## config.mk

```make
export PLATFORM = sky130hd
export DESIGN_NAME = rtc_irq_regs
export DESIGN_NICKNAME = d
export VERILOG_FILES = /design/src/rtl/rtc_irq_regs.v
export VERILOG_INCLUDE_DIRS = /design/src /design/src/rtl
export SDC_FILE = /design/constraint.sdc
export NUM_CORES = 1
export LEC_CHECK = 0
export ABC_AREA = 1
export ABC_CLOCK_PERIOD_IN_PS = 3800
export BUFFER_PORTS_ARGS = -buffer_cell sky130_fd_sc_hd__buf_2
export CORE_UTILIZATION = 45
export DETAILED_ROUTE_END_ITERATION = 7
export PLACE_DENSITY = 0.75
export SYNTH_ARGS = -nofsm -noshare
export SYNTH_HDL_FRONTEND = slang
export SYNTH_SLANG_ARGS = --single-unit
```

## constraint.sdc

```tcl
create_clock -name CLOCK_I -period 3.8 [get_ports CLOCK_I]
set_input_delay 0.38 -clock CLOCK_I [delete_from_list [all_inputs] [get_ports CLOCK_I]]
set_output_delay 0.38 -clock CLOCK_I [all_outputs]
set_load 0.01 [all_outputs]
```

## src/rtl/rtc_irq_map.vh

```
// Purpose: Register offsets, field positions and reset values of the RTC interrupt and control block.
// Assumes: 5-bit byte address, 8-bit data, 10 MHz system clock.
// Notes: Included by the block's single design file.
//
// Notes on behaviour
// (RULE1) Output mode top bit: 0 puts power-fail interrupt on multi-function output, 1 crystal.
// (RULE2) Six periodic enables arm interrupts on the matching counter rollover.
// (RULE3) First periodic interrupt after enabling may come early; later ones full period.
// (RULE4) With all six periodic enables zero, no periodic flag or pin interrupt; a periodic flag already set still drives the pin.
// (RULE5) On battery in battery-backed mode, backup-enable bit governs interrupt enables.
// (RULE6) Backup-enable zero: entering standby clears periodic, alarm and power-fail enables.
// (RULE7) Compare enables select comparators; a disabled comparator reports always equal.
// (RULE8) Alarm flag sets when all enabled comparators match; all disabled means no alarm.
// (RULE9) Alarm drives the host interrupt only while the alarm enable is one.
// (RULE10) Power-fail enable one raises an interrupt when battery exceeds main supply.
// (RULE11) Main status at 00H: RAM bits, block select, W1C alarm/periodic, power-fail, summary.
// (RULE12) Alarm and periodic flags clear by writing one; power-fail clears while input high.
// (RULE13) Block 0 address 03H: test mode, oscillator fail/supply, six rollover flags.
// (RULE14) Rollover flags set by rollover events and cleared when the register is read.
// (RULE15) Block 0 address 04H: time save enable, bit 6 reads zero, six RAM bits.
// (RULE16) Block 1 address 01H: RAM, backup enable, start/stop, 12/24, leap counter.
// (RULE17) Block 1 address 02H: top bit crystal output select, seven RAM bits.
// (RULE18) Block 1 address 03H: six periodic interrupt enables, two RAM bits.
// (RULE19) Block 1 address 04H: power-fail, alarm and six compare enables.
// (RULE20) Clock start bit accepts a one only while the oscillator is running.
// (RULE21) Writing zero to supply-mode bit honoured only while oscillator fail reads zero.
// (RULE22) Oscillator-fail/supply bit reads failure status, writes select supply mode.
// (RULE23) Host sets test mode, clears register 1FH, then leaves test mode.
// (RULE24) Host polls oscillator fail for about three seconds after writing clock start.
// (RULE25) Host sets power-fail enable then backup enable once oscillator runs.
// (RULE26) 01H..04H decode by block select at each access; 00H always main status.
`ifndef RTC_IRQ_MAP_VH
`define RTC_IRQ_MAP_VH
`define A_STATUS    5'h00
`define A_MODE      5'h01
`define A_OUTSEL    5'h02
`define A_ROLL      5'h03
`define A_SAVE      5'h04
`define A_TEST      5'h1f
`define B_BLOCK     6
`define B_ALARM     3
`define B_PER       2
`define B_PF        1
`define B_SUM       0
`define B_TEST      7
`define B_OSC       6
`define B_SAVE_EN   7
`define B_BKUP_EN   4
`define B_START     3
`define B_XTAL      7
`define B_PF_EN     7
`define B_AL_EN     6
`define RST_BYTE    8'h00
`define RST_SUPPLY  1'b1
`define ST_RAM_MASK 8'hb0
`define SAVE_MASK   8'hbf
`endif

```

## src/rtl/rtc_irq_regs.v

```verilog
// Purpose: Control/status registers and interrupt gating of a real-time clock.
// Assumes: Host port on the system clock; counter events are same-clock one-cycle pulses.
// Notes: Time counters, compare RAM and supply switching live outside this block.
`include "rtc_irq_map.vh"
`timescale 1ns/1ps
`default_nettype none
module rtc_irq_regs (
	input  wire       CLOCK_I,
	input  wire       RSTN_I,
	input  wire [4:0] ADDR_I,
	input  wire [7:0] WDATA_I,
	input  wire       WR_I,
	input  wire       RD_I,
	output reg  [7:0] RDATA_O,
	input  wire [5:0] ROLLOVER_I,
	input  wire [5:0] COMPARE_EQ_I,
	input  wire       SUPPLY_LOSS_INPUT_I,
	input  wire       BATTERY_SUPPLY_HIGH_I,
	input  wire       OSC_RUNNING_I,
	input  wire       XTAL_CLK_I,
	output reg        HOST_INTERRUPT_PIN_O,
	output reg        MULTI_FUNCTION_OUTPUT_O,
	output reg        CLOCK_RUN_O,
	output reg        HOUR12_O,
	output reg  [1:0] LEAP_COUNT_O,
	output reg        TIME_SAVE_EN_O,
	output reg        SINGLE_SUPPLY_O,
	output reg        TEST_MODE_O,
	output reg  [5:0] COMPARE_EN_O
);
	// Asynchronous pins pass two flops before any logic reads them
	reg [1:0] pf_s_q;
	reg [1:0] bat_s_q;
	reg [1:0] osc_s_q;
	reg [1:0] xt_s_q;
	always @(posedge CLOCK_I or negedge RSTN_I) begin
		if (!RSTN_I) begin
			pf_s_q  <= 2'h0;
			bat_s_q <= 2'h0;
			osc_s_q <= 2'h0;
			xt_s_q  <= 2'h0;
		end else begin
			pf_s_q  <= {pf_s_q[0], SUPPLY_LOSS_INPUT_I};
			bat_s_q <= {bat_s_q[0], BATTERY_SUPPLY_HIGH_I};
			osc_s_q <= {osc_s_q[0], OSC_RUNNING_I};
			xt_s_q  <= {xt_s_q[0], XTAL_CLK_I};
		end
	end
	wire supply_loss_high = pf_s_q[1];
	wire on_battery       = bat_s_q[1];
	wire osc_ok           = osc_s_q[1];

	// Register state
	reg       block_select_bit_q;
	reg [2:0] status_ram_q;
	reg       alarm_flag_q;
	reg       per_flag_q;
	reg       pf_flag_q;
	reg [5:0] roll_q;
	reg       test_q;
	reg       osc_fail_q;
	reg       supply_q;
	reg [7:0] save_q;
	reg [7:0] mode_q;
	reg [7:0] outsel_q;
	reg [7:0] per_en_q;
	reg [7:0] alpf_en_q;
	reg       standby_q;

	// Decode: 00H is fixed, 01H..04H follow the block select bit
	wire is_status = (ADDR_I == `A_STATUS);
	wire blk1      = block_select_bit_q;
	wire hit_mode  = (ADDR_I == `A_MODE)   &  blk1;         // [RULE26] [RULE16]
	wire hit_out   = (ADDR_I == `A_OUTSEL) &  blk1;         // [RULE17]
	wire hit_roll  = (ADDR_I == `A_ROLL)   & ~blk1;         // [RULE13]
	wire hit_pen   = (ADDR_I == `A_ROLL)   &  blk1;         // [RULE18]
	wire hit_save  = (ADDR_I == `A_SAVE)   & ~blk1;         // [RULE15]
	wire hit_aen   = (ADDR_I == `A_SAVE)   &  blk1;         // [RULE19]

	// Interrupt sources
	wire [5:0] cmp_en    = alpf_en_q[5:0];
	wire       all_match = &(COMPARE_EQ_I | ~cmp_en);       // Disabled comparator = equal [RULE7]
	wire       alarm_evt = (|cmp_en) & all_match;           // [RULE8]
	wire       per_evt   = |(ROLLOVER_I & per_en_q[5:0]);   // [RULE2] [RULE3] [RULE4]
	wire       pf_evt    = on_battery;
	// Pin interrupt: alarm and power-fail flags gated by their enables, periodic flag ungated
	wire irq_pin = (alarm_flag_q & alpf_en_q[`B_AL_EN])     // [RULE9]
		| per_flag_q                                    // [RULE4]
		| (pf_flag_q & alpf_en_q[`B_PF_EN]);            // [RULE10]
	wire pf_on_mfo = ~outsel_q[`B_XTAL] & pf_flag_q & alpf_en_q[`B_PF_EN];
	wire summary   = irq_pin | pf_on_mfo;
	// Standby entry in battery-backed mode without the backup enable clears enables
	wire standby_clr = on_battery & ~standby_q & ~supply_q & ~mode_q[`B_BKUP_EN]; // [RULE5] [RULE6]
	wire w1c_alarm   = WR_I & is_status & WDATA_I[`B_ALARM];
	wire w1c_per     = WR_I & is_status & WDATA_I[`B_PER];

	// Status flags: a set in the same cycle as a clear wins, except power-fail, where input high clears
	always @(posedge CLOCK_I or negedge RSTN_I) begin
		if (!RSTN_I) begin
			alarm_flag_q <= 1'b0;
			per_flag_q   <= 1'b0;
			pf_flag_q    <= 1'b0;
			roll_q       <= 6'h00;
			standby_q    <= 1'b0;
		end else begin
			standby_q <= on_battery;
			if (alarm_evt)
				alarm_flag_q <= 1'b1;                   // [RULE8]
			else if (w1c_alarm)
				alarm_flag_q <= 1'b0;                   // [RULE12]
			if (per_evt)
				per_flag_q <= 1'b1;                     // [RULE2]
			else if (w1c_per)
				per_flag_q <= 1'b0;                     // [RULE12]
			// Input high means main power fine, so the flag cannot persist
			if (supply_loss_high)
				pf_flag_q <= 1'b0;                      // [RULE12]
			else if (pf_evt)
				pf_flag_q <= 1'b1;                      // [RULE10]
			// Read clears, except bits whose event lands this cycle [RULE14]
			if (RD_I & hit_roll)
				roll_q <= ROLLOVER_I;
			else
				roll_q <= roll_q | ROLLOVER_I;
		end
	end

	// Software-written registers
	always @(posedge CLOCK_I or negedge RSTN_I) begin
		if (!RSTN_I) begin
			block_select_bit_q <= 1'b0;
			status_ram_q       <= 3'h0;
			test_q             <= 1'b0;
			osc_fail_q         <= 1'b1;
			supply_q           <= `RST_SUPPLY;
			save_q             <= `RST_BYTE;
			mode_q             <= `RST_BYTE;
			outsel_q           <= `RST_BYTE;
			per_en_q           <= `RST_BYTE;
			alpf_en_q          <= `RST_BYTE;
		end else begin
			// Oscillator loss sets the fail flag and stops the clock
			if (!osc_ok) begin
				osc_fail_q <= 1'b1;
				supply_q   <= 1'b1;
				mode_q[`B_START] <= 1'b0;
			end
			if (WR_I & is_status) begin
				block_select_bit_q <= WDATA_I[`B_BLOCK];
				status_ram_q <= {WDATA_I[7], WDATA_I[5:4]};  // [RULE11]
			end
			if (WR_I & hit_roll) begin
				test_q <= WDATA_I[`B_TEST];
				// Battery-backed select refused while fail flag reads one
				if (WDATA_I[`B_OSC])
					supply_q <= 1'b1;               // [RULE22]
				else if (!osc_fail_q && osc_ok)
					supply_q <= 1'b0;               // [RULE21]
			end
			if (WR_I & hit_save)
				save_q <= WDATA_I & `SAVE_MASK;         // [RULE15]
			if (WR_I & hit_mode) begin
				mode_q[7:4] <= WDATA_I[7:4];
				mode_q[2:0] <= WDATA_I[2:0];
				// Start only latches with a running oscillator; clears fail flag
				if (osc_ok) begin
					mode_q[`B_START] <= WDATA_I[`B_START];  // [RULE20]
					if (WDATA_I[`B_START])
						osc_fail_q <= 1'b0;
				end else
					mode_q[`B_START] <= 1'b0;       // [RULE20]
			end
			if (WR_I & hit_out)
				outsel_q <= WDATA_I;                    // [RULE17]
			if (standby_clr) begin
				per_en_q[5:0]  <= 6'h00;                // [RULE6]
				alpf_en_q[7:6] <= 2'h0;                 // [RULE6]
			end else begin
				if (WR_I & hit_pen)
					per_en_q <= WDATA_I;            // [RULE18]
				if (WR_I & hit_aen)
					alpf_en_q <= WDATA_I;           // [RULE19]
			end
		end
	end

	// Read mux, data one cycle after the strobe; unmapped reads zero
	reg [7:0] rd_d;
	always @* begin
		rd_d = 8'h00;
		if (is_status)
			rd_d = ({status_ram_q[2], 1'b0, status_ram_q[1:0], 4'h0} & `ST_RAM_MASK)
				| {1'b0, block_select_bit_q, 2'h0, alarm_flag_q,
				per_flag_q, pf_flag_q, summary};    // [RULE11]
		else if (hit_roll)
			rd_d = {test_q, osc_fail_q, roll_q};        // [RULE22] [RULE13]
		else if (hit_save)
			rd_d = save_q;
		else if (hit_mode)
			rd_d = mode_q;
		else if (hit_out)
			rd_d = outsel_q;
		else if (hit_pen)
			rd_d = per_en_q;
		else if (hit_aen)
			rd_d = alpf_en_q;
	end

	// Registered outputs
	always @(posedge CLOCK_I or negedge RSTN_I) begin
		if (!RSTN_I) begin
			RDATA_O                 <= 8'h00;
			HOST_INTERRUPT_PIN_O    <= 1'b0;
			MULTI_FUNCTION_OUTPUT_O <= 1'b0;
			CLOCK_RUN_O             <= 1'b0;
			HOUR12_O                <= 1'b0;
			LEAP_COUNT_O            <= 2'h0;
			TIME_SAVE_EN_O          <= 1'b0;
			SINGLE_SUPPLY_O         <= 1'b1;
			TEST_MODE_O             <= 1'b0;
			COMPARE_EN_O            <= 6'h00;
		end else begin
			RDATA_O <= RD_I ? rd_d : 8'h00;
			HOST_INTERRUPT_PIN_O <= irq_pin;
			// Crystal copy is sampled, so it is only a coarse buffered image
			MULTI_FUNCTION_OUTPUT_O <= outsel_q[`B_XTAL] ? xt_s_q[1] : pf_on_mfo; // [RULE1]
			CLOCK_RUN_O     <= mode_q[`B_START];
			HOUR12_O        <= mode_q[2];
			LEAP_COUNT_O    <= mode_q[1:0];
			TIME_SAVE_EN_O  <= save_q[`B_SAVE_EN];
			SINGLE_SUPPLY_O <= supply_q;
			TEST_MODE_O     <= test_q;
			COMPARE_EN_O    <= cmp_en;
		end
	end
endmodule // rtc_irq_regs
`default_nettype wire

```

==> tab_implementation.tex <==
\begin{tabular}{lr}
\hline
Metric & Value \\
\hline
\multicolumn{2}{l}{\textbf{STA}} \\
\quad Tmin final & 1.96 ns \\
\quad Max-slew violation count & 0 \\
\quad Count of final setup violators & 0 \\
\quad Total Neg Setup Slack & 0 ns \\
\quad Upper clock frequency limit & 510 MHz \\
\quad RSZ-0062 raised after global routing & no \\
\quad Worst-case headroom to the max-slew limit & 28.8\% \\
\quad Minimum setup slack in the final design & 1.84 ns \\
\quad Slew at the pin with the worst max-slew slack & 1.07 ns \\
\quad Clock skew & 0.0103 ns \\
\quad Final Hold Slack & 0.118 ns \\
\quad Final cycle utilization of the critical path & 51.6\% \\
\quad Final Hold Viols & 0 \\
\multicolumn{2}{l}{\textbf{Synth}} \\
\quad Post-Synth XOR/XNOR Area & 0\% \\
\quad Register bit count reported by yosys & 87 \\
\quad Yosys Warn Count & 0 \\
\quad Number of enable flip-flop cells after synthesis & 0 \\
\quad Largest cells by area after synthesis & dfrtp\_1 57\%, nand2\_1 8.9\%, o21ai\_0 4.5\% \\
\quad Seq/Total Area, Yosys & 59.5\% \\
\quad Average footprint of a synthesized cell & 9.57 um\^{}2 \\
\quad Most used flip-flop cell after synthesis & dfrtp\_1 \\
\quad Area fraction in compound gates after synthesis & 13.3\% \\
\quad Cell Area, Synth & 3660 um\^{}2 \\
\quad Fraction of synthesized cell area taken by the top area cell type & 57.4\% \\
\quad Count leader, synth & nand2\_1 \\
\quad Dominant combinational cell family by area after synthesis & simple AND/OR/NAND/NOR gates \\
\quad Post-synthesis instance total & 383 \\
\quad Top cell types by occurrence after synthesis & 87 x nand2\_1, 84 x dfrtp\_1, 42 x inv\_1 \\
\quad Basic-gate share of the synthesized area counting and, or, nand and nor cells & 20.7\% \\
\quad Fraction of synthesis flops using an asynchronous set or reset pin & 100\% \\
\quad Leading area contributor after synthesis & dfrtp\_1 \\
\quad Synthesized netlist net count & 416 \\
\quad Adder-Cell Fraction of Synth Area & 0\% \\
\quad Share of synthesized area spent on multiplexers & 0\% \\
\quad Distinct cells, synth & 31 \\
\multicolumn{2}{l}{\textbf{Drt}} \\
\quad Avg Vias per Cell & 5.26 \\
\quad Residual DRC & 0 \\
\quad Detailed Routing Iterations Pass 1 & 5 \\
\quad Number of DRC markers after the initial detailed-route iteration & 200 \\
\quad Final WL & 8480 um \\
\quad Total number of vias & 2881 \\
\quad Number of antenna-violating nets in the routed design & 0 \\
\quad Final routed wire length divided by cell count & 15.5 um \\
\multicolumn{2}{l}{\textbf{Power and ir drop}} \\
\quad Total power & 1.82 mW \\
\quad Reg power frac & 58.0\% \\
\quad Cell-internal power & 1.33 mW \\
\quad IR Drop Worst-Case VDD & 0.185 mV \\
\quad Proportion of power drawn by combinational gates & 9.9\% \\
\quad NetSw & 0.495 mW \\
\quad Net Sw Frac & 27.2\% \\
\quad Part of the power in the clock network & 32.1\% \\
\quad Power per unit of standard cell area & 435 nW/um\^{}2 \\
\quad Total leakage power & 2.11 nW \\
\multicolumn{2}{l}{\textbf{Setup path}} \\
\quad Worst Path Max Fanout & 22 \\
\quad Endpoint type of the worst setup path & register \\
\quad Kind of critical path & reg2reg \\
\quad Total number of cells along the worst setup path & 8 \\
\quad Data required, critical path & 4.06 ns \\
\quad Critical path capture point & RDATA\_O[7] \\
\quad Crit. Startpoint & blk1 \\
\quad Buffers \& Inverters on Critical Path & 2 \\
\quad Slowest-stage cell, CP & dfrtp\_1 \\
\quad WP data arrival & 2.22 ns \\
\quad Reg2Reg Launch Point & blk1 \\
\quad Crit-path max cell delay & 0.87 ns \\
\quad Crit start category & register \\
\quad Cell family with most CP delay & flip-flops \\
\quad Cells traversed along the worst timing path & nand3\_2 -> nor2\_4 -> inv\_2 -> or2\_2 -> nand2\_1 -> nand4\_1 -> nand2\_1 -> inv\_1 \\
\quad Flop-to-flop setup slack & 1.84 ns \\
\quad Number of cells on the worst reg-to-reg path & 8 \\
\quad Reg-to-reg critical path endpoint & RDATA\_O[7] \\
\quad Critical Path Most Common Cell & nand2\_1 \\
\multicolumn{2}{l}{\textbf{Clock tree}} \\
\quad Number of sinks on the clock net & 87 \\
\quad Depth of the CTS H-tree & 3 \\
\quad Number of buffers created by CTS & 9 \\
\quad Number of gates resized after cts & 0 \\
\quad Post-CTS setup-driven buffer insertion count & 0 \\
\quad Clock latency at the later pin of the worst-skew pair & 0.37 ns \\
\quad Number of buffers on the longest clock path & 2 \\
\quad Clock slew seen by the registers of the worst setup and hold paths & 0.09 ns \\
\quad Number of hold-repair buffers added at the cts stage & 0 \\
\quad Clock Root Buffer & clkbuf\_8 \\
\quad Clock tree from TritonCTS & yes \\
\multicolumn{2}{l}{\textbf{Final layout}} \\
\quad Layout-stage area growth over the synthesis result & 14.1\% \\
\quad Layout net count & 474 \\
\quad Total inserted antenna cells & 0 \\
\quad Multi-input gate area in the final layout & 1240 um\^{}2 \\
\quad FILL cells & 727 \\
\quad Fraction of final layout cells sized beyond drive strength 1 & 24.2\% \\
\quad Area taken by flip-flops and latches & 2180 um\^{}2 \\
\quad Core occupancy in the finished layout & 53.6\% \\
\multicolumn{2}{l}{\textbf{Flow run}} \\
\quad Max-capacitance violation count & 0 \\
\multicolumn{2}{l}{\textbf{Place}} \\
\quad Pre-CTS worst setup slack & 1.91 ns \\
\quad Estimated wirelength of the detail-placed design & 5970 um \\
\quad Final weighted congestion in routability-driven placement & 0.875 \\
\quad Number of port buffers & 55 \\
\multicolumn{2}{l}{\textbf{Global routing}} \\
\quad Aggregate global-route resource usage & 21.8\% \\
\quad Overflow after GRT & 0 \\
\quad First-pass GRT wire length & 13900 um \\
\quad Antenna violations before repair & 0 \\
\quad Largest net degree at the start of global routing & 88 \\
\quad Vias in the first global route & 2816 \\
\multicolumn{2}{l}{\textbf{Floorplan}} \\
\quad Core region area & 7810 um\^{}2 \\
\quad Die height & 92.2 um \\
\quad Initial cell density of the core & 46.9\% \\
\quad Overall die area & 8510 um\^{}2 \\
\quad Standard-cell rows & 32 \\
\quad Die W & 92.2 um \\
\quad I/O pin total & 56 \\
\multicolumn{2}{l}{\textbf{Min path}} \\
\quad Worst hold-check path type & in2reg \\
\quad Min-delay src & XTAL\_CLK\_I \\
\multicolumn{2}{l}{\textbf{Outcome}} \\
\quad Outcome & finished, final reports clean \\
\hline
\end{tabular}
==> per-layer routing <==
layer	track usage, %	share of wire [%]	up-vias
met5	0	0	-
met4	8.07	2.2	0
met3	6.55	6.2	16
met2	35.4	49	99
met1	27.4	43	1395
li1	-	-	1371
==> stage by stage <==
stage | area [um^2] | instances
6_report | 4180 | 548
5_1_grt | 4180 | 548
4_1_cts | 4180 | 548
3_5_place_dp | 4010 | 532
3_3_place_gp | 4010 | 532
2_1_floorplan | 3660 | 383
==> area by class of cell <==
type                       instances  share of cell area, %
sequential                        87                   52.2
multi-input combinational        242                   29.8
timing repair buffer              56                   6.82
inverter                          45                   4.04
clock buffer                      12                   3.47
tap                              102                   3.05
clock inverter                     4                  0.688
==> registers in the layout (all words and copies together) (netlist names), 2 cells and up <==
signal	flops
alpf_en_q	8
save_q	7
outsel_q	8
LEAP_COUNT_O	2
status_ram_q	3
bat_s_q	2
mode_q	8
roll_q	6
RDATA_O	8
per_en_q	8
COMPARE_EN_O	6
xt_s_q	2
pf_s_q	2
osc_s_q	2
==> cell usage in the layout, fill, tap and decap left out <==
| master | n |
|---|---|
| a21oi_1 | 13 |
| a221oi_1 | 1 |
| buf_2 | 54 |
| buf_4 | 2 |
| clkbuf_1 | 2 |
| clkbuf_8 | 10 |
| clkinv_2 | 1 |
| clkinvlp_4 | 2 |
| dfrtp_1 | 84 |
| dfstp_2 | 3 |
| inv_1 | 42 |
| inv_2 | 3 |
| inv_6 | 1 |
| nand2_1 | 87 |
| nand2_2 | 2 |
| nand3_1 | 29 |
| nand3_2 | 3 |
| nand4_1 | 8 |
| nand4_2 | 1 |
| nor2_1 | 15 |
| nor2_2 | 5 |
| nor2_4 | 3 |
| nor3_1 | 1 |
| nor3_2 | 1 |
| o2111ai_1 | 1 |
| o211ai_1 | 1 |
| o21ai_0 | 33 |
| o21ai_1 | 5 |
| o21ai_2 | 15 |
| o21bai_1 | 5 |
| o22ai_1 | 5 |
| o31ai_1 | 1 |
| or2_0 | 5 |
| or2_2 | 2 |
==> worst register-to-register path, delay by kind of cell, from the launching register on <==
kind | cells | cell delay, ns
flip-flops | 1 | 0.87
AND/OR/NAND/NOR | 6 | 0.85
buffers and inverters | 2 | 0.15
==> how the worst min path moves through the flow <==
stage                  endpoint  slack [ns]  cells past startpoint
floorplan           CLOCK_RUN_O        0.08                      0
global placement      xt_s_q[1]        0.33                      0
detailed placement   bat_s_q[1]        0.34                      0
CTS                  bat_s_q[0]        0.11                      1
global route         bat_s_q[0]         0.1                      1
finish                xt_s_q[0]        0.12                      1
==> power by group through the flow <==
stage	Sequential (mW)	Clock, mW	Combinational, mW
floorplan	1.06	0	0.109
global placement	1.07	0	0.178
detailed placement	1.07	0	0.182
CTS	1.05	0.598	0.184
global route	1.07	0.635	0.203
finish	1.06	0.584	0.180
==> cell families after synthesis <==
group | after synthesis
flops | 87
simple gates | 162
buf+inv | 54
compound gates | 80
Power figures use the tool's default switching activity.
